## src/pcs_pkg.sv

```systemverilog
// Constants for the second capability register bank
package pcs_pkg;
  // Byte addresses of the register words
  localparam logic [7:0] PCS_OFF_DEV_CAP = 8'he4;
  localparam logic [7:0] PCS_OFF_DEV_CTL = 8'he8;
  localparam logic [7:0] PCS_OFF_LNK_CAP = 8'hec;
  localparam logic [7:0] PCS_OFF_LNK_CTL = 8'hf0;
  localparam logic [7:0] PCS_OFF_SLT_CAP = 8'hf4;
  localparam logic [7:0] PCS_OFF_SLT_CTL = 8'hf8;
  localparam logic [7:0] PCS_OFF_PRELOAD = 8'hfc;
  // Device capabilities field positions
  localparam int PCS_DCAP_LTR_BIT = 11;
  localparam int PCS_DCAP_FCU_BIT = 12;
  localparam int PCS_DCAP_HINT_LO = 18;
  // Device control field positions
  localparam int PCS_DCTL_LTR_EN_BIT = 10;
  localparam int PCS_DCTL_HINT_EN_LO = 13;
  // Link control and status field positions
  localparam int PCS_LCTL_SPEED_LO = 0;
  localparam int PCS_LCTL_COMPL_BIT = 4;
  localparam int PCS_LCTL_AUTOSPD_BIT = 5;
  localparam int PCS_LCTL_DEEMP_BIT = 6;
  localparam int PCS_LCTL_MARGIN_LO = 7;
  localparam int PCS_LCTL_MODCOMP_BIT = 10;
  localparam int PCS_LCTL_SOS_BIT = 11;
  localparam int PCS_LCTL_CDEEMP_BIT = 12;
  localparam int PCS_LSTS_DEEMP_BIT = 16;
  // Preload word field positions
  localparam int PCS_PRE_FCU_BIT = 0;
  localparam int PCS_PRE_HINT_LO = 1;
  localparam int PCS_PRE_DEEMP_BIT = 3;
  // Values after reset
  localparam logic PCS_RST_LTR_SUP = 1'h1;
  localparam logic PCS_RST_FCU = 1'h0;
  localparam logic [1:0] PCS_RST_HINT_SUP = 2'h0;
  localparam logic PCS_RST_LTR_EN = 1'h0;
  localparam logic [1:0] PCS_RST_HINT_EN = 2'h0;
  localparam logic [3:0] PCS_RST_SPEED = 4'h2;
  localparam logic [2:0] PCS_RST_MARGIN = 3'h0;
  localparam logic PCS_RST_DEEMP_UP = 1'h0;
  localparam logic PCS_RST_DEEMP_DN = 1'h1;
  // AXI responses
  localparam logic [1:0] PCS_RESP_OKAY = 2'h0;
  localparam logic [1:0] PCS_RESP_SLVERR = 2'h2;
  // Bus handshake states
  typedef enum logic [2:0] {
    PCS_ST_IDLE = 3'b001,
    PCS_ST_RESP = 3'b010,
    PCS_ST_HOLD = 3'b100
  } pcs_state_t;
endpackage

```

## src/pcs_axi_wr.sv

```systemverilog
// AXI4-Lite write channel collector: takes address and data in either order
`timescale 1ns/1ps
`default_nettype none
module pcs_axi_wr
  import pcs_pkg::*;
(
  input wire logic i_clk,
  input wire logic i_rst_n,
  input wire logic i_awvalid,
  output logic o_awready,
  input wire logic [7:0] i_awaddr,
  input wire logic i_wvalid,
  output logic o_wready,
  input wire logic [31:0] i_wdata,
  input wire logic [3:0] i_wstrb,
  output logic o_bvalid,
  input wire logic i_bready,
  input wire logic i_bresp_err,
  output logic [1:0] o_bresp,
  output logic o_wr_go,
  output logic [7:0] o_wr_addr,
  output logic [31:0] o_wr_data,
  output logic [3:0] o_wr_strb
);
  // Which halves of the write have arrived
  logic have_a;
  logic have_d;
  logic bvalid;
  logic [1:0] bresp;
  // Captured halves, kept for when the other half arrives later
  logic [7:0] addr_q;
  logic [31:0] data_q;
  logic [3:0] strb_q;
  wire take_a = i_awvalid && !have_a && !bvalid;
  wire take_d = i_wvalid && !have_d && !bvalid;
  wire next_a = have_a || take_a;
  wire next_d = have_d || take_d;
  // Write fires once both halves are held
  wire go = next_a && next_d && !bvalid;

  assign o_awready = !have_a && !bvalid;
  assign o_wready = !have_d && !bvalid;
  assign o_bvalid = bvalid;
  assign o_bresp = bresp;
  assign o_wr_go = go;
  // A half taken on the firing edge passes straight through, so no stale word is written
  assign o_wr_addr = take_a ? i_awaddr : addr_q;
  assign o_wr_data = take_d ? i_wdata : data_q;
  assign o_wr_strb = take_d ? i_wstrb : strb_q;

  // Capture address and data, then raise the response
  always_ff @(posedge i_clk)
  begin
    if (!i_rst_n)
    begin
      have_a <= 1'b0;
      have_d <= 1'b0;
      bvalid <= 1'b0;
      bresp <= PCS_RESP_OKAY;
      addr_q <= 8'h00;
      data_q <= 32'h0000_0000;
      strb_q <= 4'h0;
    end
    else
    begin
      if (take_a)
        addr_q <= i_awaddr;
      if (take_d)
      begin
        data_q <= i_wdata;
        strb_q <= i_wstrb;
      end
      if (go)
      begin
        have_a <= 1'b0;
        have_d <= 1'b0;
        bvalid <= 1'b1;
        bresp <= i_bresp_err ? PCS_RESP_SLVERR : PCS_RESP_OKAY;
      end
      else
      begin
        have_a <= next_a;
        have_d <= next_d;
        if (bvalid && i_bready)
          bvalid <= 1'b0;
      end
    end
  end
endmodule
`default_nettype wire

```

## src/pcs_regs.sv

```systemverilog
// Second capability register bank with AXI4-Lite slave
//
// Register access over AXI4-Lite is this design's own decision.
`timescale 1ns/1ps
`default_nettype none
module pcs_regs
  import pcs_pkg::*;
(
  input wire logic i_clk,
  input wire logic i_rst_n,
  input wire logic i_downstream,
  input wire logic i_cur_deemp,
  input wire logic i_awvalid,
  output logic o_awready,
  input wire logic [7:0] i_awaddr,
  input wire logic [2:0] i_awprot,
  input wire logic i_wvalid,
  output logic o_wready,
  input wire logic [31:0] i_wdata,
  input wire logic [3:0] i_wstrb,
  output logic o_bvalid,
  input wire logic i_bready,
  output logic [1:0] o_bresp,
  input wire logic i_arvalid,
  output logic o_arready,
  input wire logic [7:0] i_araddr,
  input wire logic [2:0] i_arprot,
  output logic o_rvalid,
  input wire logic i_rready,
  output logic [31:0] o_rdata,
  output logic [1:0] o_rresp,
  output logic o_ltr_en,
  output logic [1:0] o_hint_en,
  output logic [3:0] o_target_speed,
  output logic o_enter_compliance,
  output logic o_autospeed_dis,
  output logic o_deemp_sel,
  output logic [2:0] o_margin,
  output logic o_mod_compliance,
  output logic o_compliance_sos,
  output logic o_compliance_deemp
);
  // Write side handshake results
  logic wr_go;
  logic [7:0] wr_addr;
  logic [31:0] wr_data;
  logic [3:0] wr_strb;
  // Preloaded read-only values
  logic fcu_cap;
  logic [1:0] hint_sup;
  logic deemp_sel;
  // Strap caught once after reset release
  logic strap_done;
  // Writable control fields
  logic ltr_en;
  logic [1:0] hint_en;
  logic [3:0] speed;
  logic compl;
  logic autospd;
  logic [2:0] margin;
  logic modcomp;
  logic sos;
  logic cdeemp;
  // Live de-emphasis status
  logic cur_deemp;
  // Read channel state
  pcs_state_t rd_state;
  logic [31:0] rdata;
  logic [1:0] rresp;

  // Address decode, word aligned
  wire [7:0] wa = {wr_addr[7:2], 2'b00};
  wire hit_dctl = (wa == PCS_OFF_DEV_CTL);
  wire hit_lctl = (wa == PCS_OFF_LNK_CTL);
  wire hit_pre = (wa == PCS_OFF_PRELOAD);
  wire wr_known = hit_dctl || hit_lctl || hit_pre
    || (wa == PCS_OFF_DEV_CAP) || (wa == PCS_OFF_LNK_CAP)
    || (wa == PCS_OFF_SLT_CAP) || (wa == PCS_OFF_SLT_CTL);
  wire wr_dctl_b1 = wr_go && hit_dctl && wr_strb[1];
  wire wr_lctl_b0 = wr_go && hit_lctl && wr_strb[0];
  wire wr_lctl_b1 = wr_go && hit_lctl && wr_strb[1];
  wire wr_pre_b0 = wr_go && hit_pre && wr_strb[0];

  pcs_axi_wr u_wr (
    .i_clk(i_clk),
    .i_rst_n(i_rst_n),
    .i_awvalid(i_awvalid),
    .o_awready(o_awready),
    .i_awaddr(i_awaddr),
    .i_wvalid(i_wvalid),
    .o_wready(o_wready),
    .i_wdata(i_wdata),
    .i_wstrb(i_wstrb),
    .o_bvalid(o_bvalid),
    .i_bready(i_bready),
    .i_bresp_err(!wr_known),
    .o_bresp(o_bresp),
    .o_wr_go(wr_go),
    .o_wr_addr(wr_addr),
    .o_wr_data(wr_data),
    .o_wr_strb(wr_strb)
  );

  // Register words as read; unimplemented bits are zero
  wire [31:0] w_dcap = {12'h000, hint_sup, 5'h00, fcu_cap, PCS_RST_LTR_SUP,
    11'h000};
  wire [31:0] w_dctl = {16'h0000, 1'b0, hint_en, 2'b00, ltr_en,
    10'h000};
  wire [31:0] w_lctl = {15'h0000, cur_deemp, 3'b000, cdeemp, sos, modcomp,
    margin, deemp_sel, autospd, compl, speed};
  wire [31:0] w_pre = {28'h0000000, deemp_sel, hint_sup, fcu_cap};
  wire [7:0] ra = {i_araddr[7:2], 2'b00};
  wire rd_known = (ra == PCS_OFF_DEV_CAP) || (ra == PCS_OFF_DEV_CTL)
    || (ra == PCS_OFF_LNK_CAP) || (ra == PCS_OFF_LNK_CTL)
    || (ra == PCS_OFF_SLT_CAP) || (ra == PCS_OFF_SLT_CTL)
    || (ra == PCS_OFF_PRELOAD);
  wire [31:0] rd_mux = (ra == PCS_OFF_DEV_CAP) ? w_dcap :
    (ra == PCS_OFF_DEV_CTL) ? w_dctl :
    (ra == PCS_OFF_LNK_CTL) ? w_lctl :
    (ra == PCS_OFF_PRELOAD) ? w_pre : 32'h0000_0000;

  assign o_arready = (rd_state == PCS_ST_IDLE);
  assign o_rvalid = (rd_state == PCS_ST_RESP);
  assign o_rdata = rdata;
  assign o_rresp = rresp;
  assign o_ltr_en = ltr_en;
  assign o_hint_en = hint_en;
  assign o_target_speed = speed;
  assign o_enter_compliance = compl;
  assign o_autospeed_dis = autospd;
  assign o_deemp_sel = deemp_sel;
  assign o_margin = margin;
  assign o_mod_compliance = modcomp;
  assign o_compliance_sos = sos;
  assign o_compliance_deemp = cdeemp;

  // Read channel: one read at a time, answer one cycle after acceptance
  always_ff @(posedge i_clk)
  begin
    if (!i_rst_n)
    begin
      rd_state <= PCS_ST_IDLE;
      rdata <= 32'h0000_0000;
      rresp <= PCS_RESP_OKAY;
    end
    else
    begin
      case (rd_state)
        PCS_ST_IDLE:
        begin
          if (i_arvalid)
          begin
            rdata <= rd_mux;
            rresp <= rd_known ? PCS_RESP_OKAY : PCS_RESP_SLVERR;
            rd_state <= PCS_ST_RESP;
          end
        end
        PCS_ST_RESP:
        begin
          if (i_rready)
            rd_state <= PCS_ST_IDLE;
        end
        default:
          rd_state <= PCS_ST_IDLE;
      endcase
    end
  end

  // Preloadable read-only defaults; direction strap sampled after release
  always_ff @(posedge i_clk)
  begin
    if (!i_rst_n)
    begin
      fcu_cap <= PCS_RST_FCU;
      hint_sup <= PCS_RST_HINT_SUP;
      deemp_sel <= PCS_RST_DEEMP_UP;
      strap_done <= 1'b0;
    end
    else if (!strap_done)
    begin
      // Downstream ports start with select set
      deemp_sel <= i_downstream ? PCS_RST_DEEMP_DN : PCS_RST_DEEMP_UP;
      strap_done <= 1'b1;
    end
    else if (wr_pre_b0)
    begin
      // Loader path replaces defaults
      fcu_cap <= wr_data[PCS_PRE_FCU_BIT];
      hint_sup <= wr_data[PCS_PRE_HINT_LO +: 2];
      deemp_sel <= wr_data[PCS_PRE_DEEMP_BIT];
    end
  end

  // Current de-emphasis: direction value until link reports
  always_ff @(posedge i_clk)
  begin
    if (!i_rst_n)
      cur_deemp <= PCS_RST_DEEMP_UP;
    else if (!strap_done)
      cur_deemp <= i_downstream ? PCS_RST_DEEMP_DN : PCS_RST_DEEMP_UP;
    else
      cur_deemp <= i_cur_deemp;
  end

  // Device control writable fields
  always_ff @(posedge i_clk)
  begin
    if (!i_rst_n)
    begin
      ltr_en <= PCS_RST_LTR_EN;
      hint_en <= PCS_RST_HINT_EN;
    end
    else if (wr_dctl_b1)
    begin
      ltr_en <= wr_data[PCS_DCTL_LTR_EN_BIT];
      hint_en <= wr_data[PCS_DCTL_HINT_EN_LO +: 2];
    end
  end

  // Link control writable fields, per byte lane
  always_ff @(posedge i_clk)
  begin
    if (!i_rst_n)
    begin
      speed <= PCS_RST_SPEED;
      compl <= 1'b0;
      autospd <= 1'b0;
      margin <= PCS_RST_MARGIN;
      modcomp <= 1'b0;
      sos <= 1'b0;
      cdeemp <= 1'b0;
    end
    else
    begin
      if (wr_lctl_b0)
      begin
        speed <= wr_data[PCS_LCTL_SPEED_LO +: 4];
        compl <= wr_data[PCS_LCTL_COMPL_BIT];
        autospd <= wr_data[PCS_LCTL_AUTOSPD_BIT];
        margin[0] <= wr_data[PCS_LCTL_MARGIN_LO];
      end
      if (wr_lctl_b1)
      begin
        margin[2:1] <= wr_data[PCS_LCTL_MARGIN_LO + 1 +: 2];
        modcomp <= wr_data[PCS_LCTL_MODCOMP_BIT];
        sos <= wr_data[PCS_LCTL_SOS_BIT];
        cdeemp <= wr_data[PCS_LCTL_CDEEMP_BIT];
      end
    end
  end
endmodule
`default_nettype wire

```

## config.mk

```make
export PLATFORM = sky130hd
export DESIGN_NAME = pcs_regs
export DESIGN_NICKNAME = d
export VERILOG_FILES = /design/src/pcs_pkg.sv /design/src/pcs_axi_wr.sv /design/src/pcs_regs.sv
export SDC_FILE = /design/constraint.sdc
export NUM_CORES = 1
export LEC_CHECK = 0
export BUFFER_PORTS_ARGS = -buffer_cell sky130_fd_sc_hd__buf_2
export CAP_MARGIN = 30
export CORE_MARGIN = 2
export CORE_UTILIZATION = 33
export CTS_CLUSTER_SIZE = 20
export DETAILED_ROUTE_END_ITERATION = 10
export SYNTH_ARGS = -nofsm -noshare
export SYNTH_HDL_FRONTEND = slang
export SYNTH_SLANG_ARGS = --single-unit
```

## constraint.sdc

```tcl
create_clock -name i_clk -period 2.7 [get_ports i_clk]
set_input_delay 0.405 -clock i_clk [delete_from_list [all_inputs] [get_ports i_clk]]
set_output_delay 0.405 -clock i_clk [all_outputs]
set_load 0.01 [all_outputs]
```

==> impl_metrics.tcl <==
set metrics [dict create \
    worstPathRequired_ns 2.93 \
    synth_top_cell_by_area "dfxtp_1" \
    postSynthAreaPerCell_um2 9.42 \
    leakage_nw 1.55 \
    slew_violations 0 \
    cp.arrival_ns 2.31 \
    crit_path_start "u_wr.o_bvalid" \
    antenna_found_initial 0 \
    critical_path_peak_fanout 9 \
    clkSinkCount 68 \
    syn_to_final_growth_pct 22.3 \
    maxCapViolCount 0 \
    die-height_um 96.4 \
    reg2reg_depth 5 \
    portBuffers 77 \
    synth_edf_count 0 \
    drc 0 \
    power_density_nw_per_um2 615 \
    synthTopCellsByArea "dfxtp_1, mux2i_1, nor2_1" \
    synthAdderAreaFrac 0 \
    critPathLaunchType "flip-flop" \
    nets 443 \
    dieArea_um2 9290 \
    wire_per_inst_um 13.4 \
    cp-end-kind "flip-flop" \
    setup_violations 0 \
    initial_utilization 0.341 \
    insertion_delay_ns 0.33 \
    finalSetupTns_ns 0 \
    grt_max_degree 29 \
    yosysTopAreaCellShare 0.483 \
    synth-compound-area-share 0.114 \
    fin_util 0.417 \
    synth-async-reset-ratio 0 \
    rows 33 \
    cts_tree "done" \
    synthMuxAreaShare 0.123 \
    status "complete, no violations" \
    finalCritPeriodShare 0.770 \
    antennaDiodeCount 0 \
    rsz0062_at_grt "no" \
    die_w_um 96.4 \
    seq_area_frac_synth 0.483 \
    postCtsSetupBuffers 0 \
    drt-pass1-iter-count 4 \
    synth-xor-area-share 0 \
    skew_ns 0.0106 \
    finalHoldViolCount 0 \
    routabilityCongestion 0.757 \
    whs_endpoint "cur_deemp" \
    irDropWorstVdd_mv 0.380 \
    holdWs_ns 0.328 \
    clk_path_buf_depth 2 \
    coreArea_um2 8260 \
    finalWirelength_um 6500 \
    grt_pass1_vias 2067 \
    synth_top_family_by_area "simple AND/OR/NAND/NOR gates" \
    synth_cell_types 43 \
    ys_ff_latch 68 \
    hp-start "i_cur_deemp" \
    yosysWarnings 0 \
    num_vias 2308 \
    syn_area_um2 2820 \
    cts_made_buffers 9 \
    ff2ff_setup_slack_ns 0.62 \
    final_cell_area_um2 3440 \
    tightest_slew_ns 1.01 \
    synth-simple-area-share 0.203 \
    r2r-end "o_deemp_sel" \
    slew_headroom 0.325 \
    grt_usage 0.145 \
    cts.clk_slew.worst_paths_ns 0.07 \
    via_per_inst 4.75 \
    hold_path.class "primary input to flip-flop" \
    antenna_left 0 \
    grt_pass1_wl_um 10200 \
    cts-resized-gates 0 \
    ios 124 \
    synth_flop_cell "dfxtp_1" \
    syn_inst 299 \
    drive_gt1_frac 0.304 \
    cts.htree.levels 3 \
    cts_hold_buf 0 \
    holdPathStages 3 \
    cts-root-buf "clkbuf_8" \
    grt_overflow 0 \
    place_hpwl_um 4750 \
    dpl-instance-area_um2 3250 \
    fin_crit_ns 2.08 \
    first_iter_violations 107 \
    path_class "flip-flop to flip-flop" \
    fmax_mhz 481 \
    r2r_start "u_wr.o_bvalid" \
]
[critical path, stage by stage, from the launching register on]
cell       delay, ns
dfxtp_1         0.38
or3b_1          0.57
mux2i_4         0.31
a2111oi_4       0.37
o22ai_1         0.12
a31o_2          0.23
[area by class of cell]
type / count / area (µm²)
fill: 845 / 4810
sequential: 68 / 1360
multi-input combinational: 210 / 1300
timing repair buffer: 82 / 435
clock buffer: 12 / 145
tap: 105 / 131
clock inverter: 4 / 48.8
inverter: 5 / 18.8
[stage by stage]
stage | worst slack (ns) | cells | power, W
final | 0.620 | 486 | 0.00212
after global routing | 0.441 | 486 | 0.00223
after CTS | 0.583 | 486 | 0.00215
after detailed placement | 0.513 | 470 | 0.00133
after global placement | 0.545 | 470 | 0.00132
after floorplan | 0.661 | 314 | 0.00126
[cell usage after synthesis, types with 3 or more instances]
cell and count:
nor2_1 43, dfxtp_1 68, and2_1 6, buf_1 3
o21ai_1 4, nand2_1 36, nor2b_1 7, buf_4 16
mux2_2 11, nor3_1 5, a222oi_1 5, mux2i_1 20
a22oi_1 10, a21oi_1 12, inv_1 5, clkbuf_1 8
nand3_1 7
[power by group]
group	switching [W]	total [W]	leakage, nW	internal [W]
clock network	0.000367	0.000818	0.100	0.000451
registers	0.0000227	0.00106	0.554	0.00104
logic	0.000137	0.000236	0.900	0.0000987
[flip-flops by register name, indices dropped and copies added, names as in the netlist, 2 cells and up]
signal,flops
hint_sup,2
u_wr.data_q,14
rd_state,2
o_margin,3
u_wr.addr_q,6
o_hint_en,2
u_wr.strb_q,2
o_rdata,18
o_target_speed,4
[placed cells by master (no fill, tap or decap), types with 2 or more instances in the layout]
cell type  instances
mux2i_1           20
inv_1              5
nor4b_1            2
clkinv_2           2
and2_1             6
nor3_1             5
clkbuf_1           2
o21ai_1            4
dfxtp_1           68
o21bai_1           2
clkbuf_8          10
a22oi_1           10
buf_2             77
nand3_2            2
o21ai_0            2
nand3_1            7
mux2_2            11
nor3b_2            2
conb_1            16
nor2_1            43
a222oi_1           5
buf_4              4
nor2b_1            7
a31oi_1            2
a21oi_1           12
nand2_1           36
[worst max path at each step]
| stage | to | slack, ns | cells past startpoint |
|---|---|---|---|
| finish | o_deemp_sel | 0.62 | 5 |
| global route | hint_sup[0] | 0.44 | 5 |
| CTS | hint_sup[0] | 0.58 | 5 |
| global placement | fcu_cap | 0.55 | 6 |
| floorplan | o_deemp_sel | 0.66 | 5 |
| detailed placement | o_deemp_sel | 0.51 | 6 |
[cell families (layout without fill, tap and decap cells)]
logic type | Yosys count | count (layout)
compound gates | 44 | 44
buf+inv | 36 | 103
flops | 68 | 68
mux | 32 | 32
other cells | 1 | 16
simple gates | 118 | 118
[layer usage]
metal	wire, µm	up-vias	global-route usage
li1	-	1154	-
met1	2890	1081	0.175
met2	3040	71	0.233
met3	544	2	0.0667
met4	26	0	0.0387
met5	0	-	0
No activity file was read; power rests on OpenSTA's default activity.
